<file path="config.mk">
export PLATFORM = sky130hd
export DESIGN_NAME = uwm_unit
export DESIGN_NICKNAME = d
export VERILOG_FILES = /design/src/logic/uwm_pkg.sv /design/src/logic/uwm_unit.sv
export VERILOG_INCLUDE_DIRS = /design/src /design/src/logic
export SDC_FILE = /design/constraint.sdc
export NUM_CORES = 2
export LEC_CHECK = 0
export BUFFER_PORTS_ARGS = -buffer_cell sky130_fd_sc_hd__buf_2
export CAP_MARGIN = 20
export CORE_AREA = 2 2 324 326
export DETAILED_ROUTE_END_ITERATION = 6
export DIE_AREA = 0 0 326 328
export RECOVER_POWER = 100
export SYNTH_ARGS = -nofsm -noshare
export SYNTH_HDL_FRONTEND = slang
export SYNTH_SLANG_ARGS = --single-unit
</file>
<file path="constraint.sdc">
create_clock -name pclk -period 20 [get_ports pclk]
set_clock_uncertainty 0.1 [all_clocks]
set_input_delay 2 -clock pclk [delete_from_list [all_inputs] [get_ports pclk]]
set_output_delay 2 -clock pclk [all_outputs]
set_load 0.005 [all_outputs]
</file>
<file path="src/logic/uwm_defs.svh">
// constants for the unsigned word multiply unit
// Contract
// - major 10, secondary opcode 001010 or 011010
// - low word times register or immediate
// - product to destination, high word saved
// - operands unsigned, no sign correction
// - plain form keeps all condition codes
// - icc.n from bit 31, icc.z low word
// - xcc.n from bit 63, xcc.z whole product
// - flag form clears v and c flags
// - register form with bits 12:5 set illegal
`ifndef UWM_DEFS_SVH
`define UWM_DEFS_SVH

// instruction fields
`define UWM_MAJ_HI      31
`define UWM_MAJ_LO      30
`define UWM_DST_HI      29
`define UWM_DST_LO      25
`define UWM_SOP_HI      24
`define UWM_SOP_LO      19
`define UWM_SRCA_HI     18
`define UWM_SRCA_LO     14
`define UWM_IMMSEL_BIT  13
`define UWM_IMM_HI      12
`define UWM_RSV_HI      12
`define UWM_RSV_LO      5
`define UWM_SRCB_HI     4
`define UWM_SRCB_LO     0
`define UWM_SEXT_FILL   19

`define UWM_MAJOR       2'h2
`define UWM_SOP_PLAIN   6'h0a
`define UWM_SOP_FLAGS   6'h1a

// condition-code nibble bits; 64-bit set in upper nibble
`define UWM_CC_N        3
`define UWM_CC_Z        2
`define UWM_CC_V        1
`define UWM_CC_C        0
`define UWM_CC_VC_W     2'h0
`define UWM_ICC_HI      3
`define UWM_ICC_LO      0
`define UWM_XCC_HI      7
`define UWM_XCC_LO      4

// register map
`define UWM_ADDR_CTRL   12'h000
`define UWM_ADDR_STATUS 12'h004
`define UWM_ADDR_MASK   12'h008
`define UWM_ADDR_PHI    12'h00c
`define UWM_ADDR_COUNT  12'h010

`define UWM_CTRL_EN     0
`define UWM_CTRL_RST    1'h1
`define UWM_ST_DONE     0
`define UWM_ST_ILL      1
`define UWM_ST_RST      2'h0
`define UWM_MASK_RST    2'h0
`define UWM_COUNT_RST   32'h0000_0000
`define UWM_COUNT_ONE   32'h0000_0001

`endif

</file>
<file path="src/logic/uwm_pkg.sv">
// types for the unsigned word multiply unit
package uwm_pkg;
   typedef enum logic [0:0] {UWM_IDLE, UWM_EXEC} uwm_state_t;
   typedef logic [3:0] uwm_cc_t;
   typedef logic [1:0] uwm_evt_t;
endpackage

</file>
<file path="src/logic/uwm_unit.sv">
// unsigned word multiply execution unit with apb control
`include "uwm_defs.svh"

module uwm_unit
   import uwm_pkg::*;
(
   input  wire logic        pclk,
   input  wire logic        presetn,
   input  wire logic [11:0] paddr,
   input  wire logic        psel,
   input  wire logic        penable,
   input  wire logic        pwrite,
   input  wire logic [31:0] pwdata,
   input  wire logic [3:0]  pstrb,
   output      logic [31:0] prdata,
   output      logic        pready,
   output      logic        pslverr,
   output      logic        irq,
   input  wire logic        issue_valid,
   output      logic        issue_ready,
   input  wire logic [31:0] instr,
   input  wire logic [63:0] first_source_data,
   input  wire logic [63:0] second_source_data,
   input  wire logic [7:0]  cc_in,
   output      logic        done,
   output      logic        illegal,
   output      logic        dest_we,
   output      logic [4:0]  dest_num,
   output      logic [63:0] dest_data,
   output      logic        high_we,
   output      logic [31:0] high_data,
   output      logic        cc_we,
   output      logic [7:0]  cc_out
);

   function automatic logic [31:0] sext13(input logic [12:0] imm);
      sext13 = {{`UWM_SEXT_FILL{imm[`UWM_IMM_HI]}}, imm};
   endfunction

   // negative and zero set, overflow and carry cleared
   function automatic uwm_cc_t cc_nz(input logic n, input logic z);
      cc_nz = {n, z, `UWM_CC_VC_W};
   endfunction

   uwm_state_t  state_reg;
   logic        ctrl_en_reg;
   uwm_evt_t    status_reg;
   uwm_evt_t    mask_reg;
   logic [31:0] count_reg;
   logic [31:0] prdata_reg;
   logic        flags_reg;
   logic        known_reg;
   logic        bad_reg;
   logic [4:0]  dst_reg;
   logic [31:0] opa_reg;
   logic [31:0] opb_reg;
   logic [7:0]  cc_old_reg;

   logic        accept;
   logic        is_plain;
   logic        is_flags;
   logic        rsv_bad;
   logic [31:0] opb_sel;
   logic [63:0] product;
   logic        wr_acc;
   logic        rd_setup;
   logic        addr_hit;
   uwm_evt_t    evt;
   uwm_evt_t    w1c;
   logic [31:0] rd_mux;

   // decode of the issued word
   always_comb
   begin
      is_plain = instr[`UWM_MAJ_HI:`UWM_MAJ_LO] == `UWM_MAJOR &&
                 instr[`UWM_SOP_HI:`UWM_SOP_LO] == `UWM_SOP_PLAIN;
      is_flags = instr[`UWM_MAJ_HI:`UWM_MAJ_LO] == `UWM_MAJOR &&
                 instr[`UWM_SOP_HI:`UWM_SOP_LO] == `UWM_SOP_FLAGS;
      rsv_bad  = !instr[`UWM_IMMSEL_BIT] &&
                 (|instr[`UWM_RSV_HI:`UWM_RSV_LO]);
      // only the low word of either source takes part
      opb_sel  = instr[`UWM_IMMSEL_BIT] ?
                 sext13(instr[`UWM_IMM_HI:0]) :
                 second_source_data[31:0];
   end

   assign issue_ready = (state_reg == UWM_IDLE) && ctrl_en_reg;
   assign accept      = issue_valid && issue_ready;
   // zero-extended factors, so the product is unsigned
   assign product     = {32'h0000_0000, opa_reg} *
                        {32'h0000_0000, opb_reg};

   always_ff @(posedge pclk or negedge presetn)
   begin
      if (!presetn)
         state_reg <= UWM_IDLE;
      else
      begin
         case (state_reg)
            UWM_IDLE:
               if (accept)
                  state_reg <= UWM_EXEC;
            UWM_EXEC:
               state_reg <= UWM_IDLE;
            default:
               state_reg <= UWM_IDLE;
         endcase
      end
   end

   // operand capture at issue
   always_ff @(posedge pclk or negedge presetn)
   begin
      if (!presetn)
      begin
         flags_reg  <= 1'b0;
         known_reg  <= 1'b0;
         bad_reg    <= 1'b0;
         dst_reg    <= 5'h00;
         opa_reg    <= 32'h0000_0000;
         opb_reg    <= 32'h0000_0000;
         cc_old_reg <= 8'h00;
      end
      else if (accept)
      begin
         flags_reg  <= is_flags;
         known_reg  <= is_plain || is_flags;
         bad_reg    <= rsv_bad;
         dst_reg    <= instr[`UWM_DST_HI:`UWM_DST_LO];
         opa_reg    <= first_source_data[31:0];
         opb_reg    <= opb_sel;
         cc_old_reg <= cc_in;
      end
   end

   // result stage; an illegal word writes nothing
   always_ff @(posedge pclk or negedge presetn)
   begin
      if (!presetn)
      begin
         done      <= 1'b0;
         illegal   <= 1'b0;
         dest_we   <= 1'b0;
         high_we   <= 1'b0;
         cc_we     <= 1'b0;
         dest_num  <= 5'h00;
         dest_data <= 64'h0;
         high_data <= 32'h0000_0000;
         cc_out    <= 8'h00;
      end
      else
      begin
         done    <= 1'b0;
         illegal <= 1'b0;
         dest_we <= 1'b0;
         high_we <= 1'b0;
         cc_we   <= 1'b0;
         if (state_reg == UWM_EXEC)
         begin
            if (!known_reg || bad_reg)
               illegal <= 1'b1;
            else
            begin
               done      <= 1'b1;
               dest_we   <= 1'b1;
               high_we   <= 1'b1;
               cc_we     <= flags_reg;
               dest_num  <= dst_reg;
               dest_data <= product;
               high_data <= product[63:32];
               if (flags_reg)
               begin
                  cc_out[`UWM_ICC_HI:`UWM_ICC_LO] <=
                     cc_nz(product[31], product[31:0] == 32'h0);
                  cc_out[`UWM_XCC_HI:`UWM_XCC_LO] <=
                     cc_nz(product[63], product == 64'h0);
               end
               else
                  cc_out <= cc_old_reg;
            end
         end
      end
   end

   // apb slave, zero wait states
   assign pready   = 1'b1;
   assign wr_acc   = psel && penable && pwrite && addr_hit;
   assign rd_setup = psel && !penable && !pwrite;
   assign pslverr  = psel && penable && !addr_hit;
   assign evt      = {illegal, done};
   assign w1c      = (wr_acc && paddr == `UWM_ADDR_STATUS && pstrb[0]) ?
                     pwdata[1:0] : 2'h0;
   assign irq      = |(status_reg & mask_reg);

   always_comb
   begin
      addr_hit = 1'b1;
      rd_mux   = 32'h0000_0000;
      if (paddr == `UWM_ADDR_CTRL)
         rd_mux[`UWM_CTRL_EN] = ctrl_en_reg;
      else if (paddr == `UWM_ADDR_STATUS)
         rd_mux[1:0] = status_reg;
      else if (paddr == `UWM_ADDR_MASK)
         rd_mux[1:0] = mask_reg;
      else if (paddr == `UWM_ADDR_PHI)
         rd_mux = high_data;
      else if (paddr == `UWM_ADDR_COUNT)
         rd_mux = count_reg;
      else
         addr_hit = 1'b0;
   end

   always_ff @(posedge pclk or negedge presetn)
   begin
      if (!presetn)
         prdata_reg <= 32'h0000_0000;
      else if (rd_setup)
         prdata_reg <= rd_mux;
   end
   assign prdata = prdata_reg;

   always_ff @(posedge pclk or negedge presetn)
   begin
      if (!presetn)
      begin
         ctrl_en_reg <= `UWM_CTRL_RST;
         mask_reg    <= `UWM_MASK_RST;
      end
      else if (wr_acc && pstrb[0])
      begin
         if (paddr == `UWM_ADDR_CTRL)
            ctrl_en_reg <= pwdata[`UWM_CTRL_EN];
         else if (paddr == `UWM_ADDR_MASK)
            mask_reg <= pwdata[1:0];
      end
   end

   // a new event wins over a clear in the same cycle
   always_ff @(posedge pclk or negedge presetn)
   begin
      if (!presetn)
         status_reg <= `UWM_ST_RST;
      else
         status_reg <= (status_reg & ~w1c) | evt;
   end

   // completed multiplies; wraps silently
   always_ff @(posedge pclk or negedge presetn)
   begin
      if (!presetn)
         count_reg <= `UWM_COUNT_RST;
      else if (done)
         count_reg <= count_reg + `UWM_COUNT_ONE;
   end
endmodule

</file>
==> PnR_summary.wiki <==
{| class="wikitable"
! Metric !! Value
|-
| Cell family with most CP delay || adder cells
|-
| Final Hold Viols || 0
|-
| Die area || 107000 um^2
|-
| Most area-consuming cells after synthesis || sky130_fd_sc_hd__fa_1 (41%), sky130_fd_sc_hd__dfrtp_1 (13%), sky130_fd_sc_hd__and2_1 (8.2%)
|-
| Maximum Capacitance Violations || 8
|-
| Unrepaired setup endpoints after global routing || false
|-
| Max frequency || 98.5 MHz
|-
| Power density over the cells || 22.5 nW/um^2
|-
| Leading post-synthesis cells by instance count || sky130_fd_sc_hd__fa_1 (896), sky130_fd_sc_hd__inv_1 (874), sky130_fd_sc_hd__nand2_1 (855), sky130_fd_sc_hd__and2_1 (566), sky130_fd_sc_hd__ha_1 (264)
|-
| CP Capture Point || cc_out[6]$_DFFE_PN0P_
|-
| Largest register FFs || 64
|-
| Via count normalized by instance count || 5.17
|-
| Clk_lat worst skew || 0.65 ns
|-
| DR WL/cell || 19.5 um
|-
| Synth Net Count || 6162
|-
| Final Cell Area || 46300 um^2
|-
| CTS hold repair buffers || 0
|-
| First-pass GRT wire length || 197 mm
|-
| GRT Max-Usage Layer || met2
|-
| Pre-CTS WS || 10.66 ns
|-
| Flip-flop and latch count after synthesis || 230
|-
| Number of buffers created by CTS || 29
|-
| Class of the tightest hold or removal check || reg2reg
|-
| Yosys top cell area share || 41.4%
|-
| Total via count in the routed design || 32300
|-
| Synthesized netlist cell count || 4780
|-
| CP arrival || 10.54 ns
|-
| Cell accounting for the most synthesized area || sky130_fd_sc_hd__fa_1
|-
| Fin crit share || 50.7%
|-
| Number of warning messages in the yosys log || 0
|-
| Netlist area before placement || 43300 um^2
|-
| Horiz. Die Dim || 326 um
|-
| Initial Util || 41.9%
|-
| Start point of the critical path || opa_reg[5]$_DFFE_PN0P_
|-
| Async set-reset flop share out of synthesis || 100%
|-
| Post-Route WL || 122 mm
|-
| Biggest cell delay along the critical path || 1.41 ns
|-
| Smallest setup slack after layout || 9.85 ns
|-
| Maximum net fanout on the critical path || 33
|-
| Overall fraction of global-route tracks in use || 23.5%
|-
| Via count of the first global-routing pass || 34700
|-
| Worst Path Buf+Inv || 4
|-
| Area Overhead vs Synth || 6.97%
|-
| Category of the critical setup timing path || reg2reg
|-
| # clock sinks || 230
|-
| EDFF count, synth || 0
|-
| Grt met3 use || 1.76%
|-
| Endpoint of the most critical register-to-register path || cc_out[6]$_DFFE_PN0P_
|-
| Clock root buffer master || sky130_fd_sc_hd__clkbuf_16
|-
| Maximum number of pins on one net before global-route repair || 109
|-
| Final RePlAce weighted congestion || 0.891
|-
| Die outline height || 328 um
|-
| Post CTS Setup Buffer Count || 0
|-
| Number of failing setup endpoints in the final timing report || 0
|-
| Placement Cell Area || 45600 um^2
|-
| P_leak || 23.4 nW
|-
| Core Util, Final || 44.9%
|-
| Fraction of final layout cells with drive strength greater than 1 || 6.98%
|-
| Slew at the pin with the worst max-slew slack || 5.08 ns
|-
| Peak supply drop || 70.7 uV
|-
| Slowest cell on crit path || sky130_fd_sc_hd__clkbuf_1
|-
| Run status || finished, violations left
|-
| DPL Wire Length || 93.2 mm
|-
| Worst setup EP type || flip-flop
|-
| Detailed-route DRC error count || 0
|-
| Overflow after GRT || 0
|-
| Number of unique standard cell types used by synthesis || 78
|-
| First-pass detailed-route iteration total || 5
|-
| Stages on worst setup path || 25
|-
| R2r startpoint || opa_reg[5]$_DFFE_PN0P_
|-
| Met2 usage || 42.0%
|-
| Number of antenna violations at the first check in global routing || 1
|-
| Register with the most flip-flops || dest_data
|-
| Max transition margin || -239%
|-
| Clock tree from TritonCTS || done
|-
| Row cnt || 118
|-
| Maximum buffer depth of the clock tree || 3
|-
| Dominant synthesized flop cell || sky130_fd_sc_hd__dfrtp_1
|-
| R2R depth || 25
|-
| Setup_tns || 0 ns
|-
| Net total in the final layout || 6216
|-
| Clock input transition at the sequential cells of the worst setup and hold paths || 0.06 ns
|-
| Dominant cell type by count on the critical path || sky130_fd_sc_hd__fa_1
|-
| Data required, critical path || 20.39 ns
|-
| Final number of max-transition violations || 497
|-
| R2R Setup Slk || 9.85 ns
|-
| Number of resized instances in the post-cts repair step || 0
|-
| Nature of the critical path startpoint || flip-flop
|-
| Remaining antenna violation count || 0
|-
| Number of DRC markers in iteration 0 || 1637
|-
| Total number of H-tree levels || 1
|-
| Final critical-path required period || 10.15 ns
|-
| Post-synthesis sequential area ratio || 13.3%
|-
| Count of boundary I/O pins || 372
|-
| Failing checks || max-capacitance violations, max-slew violations
|-
| Mapped Avg Cell Area || 9.05 um^2
|-
| Number of I/O port buffers || 268
|-
| Global Route met1 Usage || 30.0%
|-
| Dominant cell by count in the synthesized netlist || sky130_fd_sc_hd__fa_1
|-
| Area of the core region || 103000 um^2
|}
[cells by family (layout without fill, tap and decap cells)]
group                    count (synthesis)  after routing  synth area share, %
XOR/XNOR                                85             85                 1.72
multiplexers                            22             22                0.526
other                                    1              4              0.00867
adder cells (fa/ha/maj)               1160           1160                 49.1
AND/OR/NAND/NOR                       1682           1682                 18.8
flip-flops                             230            230                 13.3
AO/OA/AOI/OAI                          416            416                 5.98
buffers and inverters                 1184           1261                 10.6
[tightest hold or removal path, delay by kind of cell, from the launching register on]
family	cells	cell delay (ns)
simple gates	2	0.10
flops	1	0.34
[metal layers]
| metal | part of all wire [%] | wire, um | vias up |
|---|---|---|---|
| met2 | 52 | 63000 | 766 |
| met3 | 3.9 | 4730 | 231 |
| li1 | - | - | 14400 |
| met5 | 0 | 0 | - |
| met1 | 40 | 49200 | 16900 |
| met4 | 4.0 | 4880 | 0 |
[where the power goes]
part | switching (mW) | total [mW] | internal (mW)
combinational | 0.0207 | 0.0319 | 0.0111
sequential | 0.00000402 | 0.466 | 0.466
clock | 0.231 | 0.544 | 0.313
total | 0.251 | 1.04 | 0.790
[cell usage in the layout, fill, tap and decap left out, types with 22 or more instances in the layout]
cell	count
sky130_fd_sc_hd__dfrtp_1	217
sky130_fd_sc_hd__clkbuf_1	79
sky130_fd_sc_hd__clkbuf_16	29
sky130_fd_sc_hd__nand4_1	39
sky130_fd_sc_hd__fa_1	896
sky130_fd_sc_hd__nand3_1	28
sky130_fd_sc_hd__nor3_1	27
sky130_fd_sc_hd__a21oi_1	132
sky130_fd_sc_hd__inv_1	874
sky130_fd_sc_hd__nor2_1	102
sky130_fd_sc_hd__a22oi_1	32
sky130_fd_sc_hd__xnor2_1	62
sky130_fd_sc_hd__xor2_1	23
sky130_fd_sc_hd__buf_2	203
sky130_fd_sc_hd__buf_4	54
sky130_fd_sc_hd__and2_1	563
sky130_fd_sc_hd__nand2_1	855
sky130_fd_sc_hd__a21o_1	22
sky130_fd_sc_hd__ha_1	264
sky130_fd_sc_hd__o21ai_0	133
[layout make-up]
type	instances	area [um^2]
inverters	877	3290
repair buffers	330	1700
diodes	3	7.51
clock inverters	14	150
multi-input cells	3366	32800
well taps	1380	1730
clock buffers	40	817
fillers	10200	56900
flip-flops and latches	230	5770
[per-stage QoR]
stage                     total power [mW]  std cells  hold WS (ns)
after global placement               0.507       6181         0.348
after global routing                  1.08       6237         0.396
after detailed placement             0.508       6182         0.359
after CTS                             1.06       6236         0.368
after floorplan                      0.481       4780         0.339
final                                 1.04       6240         0.363
[worst min path at each step]
stage	start	endpoint	slack (ns)	depth (start not counted)
final	dst_reg[3]$_DFFE_PN0P_	dest_num[3]$_DFFE_PN0P_	0.36	2
after global routing	prdata[2]$_DFFE_PN0P_	prdata[2]$_DFFE_PN0P_	0.40	2
after CTS	dst_reg[3]$_DFFE_PN0P_	dest_num[3]$_DFFE_PN0P_	0.37	2
after detailed placement	dest_num[3]$_DFFE_PN0P_	dest_num[3]$_DFFE_PN0P_	0.36	2
after global placement	dst_reg[2]$_DFFE_PN0P_	dest_num[2]$_DFFE_PN0P_	0.35	2
after floorplan	dst_reg[0]$_DFFE_PN0P_	dest_num[0]$_DFFE_PN0P_	0.34	2
No activity file was read; power rests on OpenSTA's default activity.
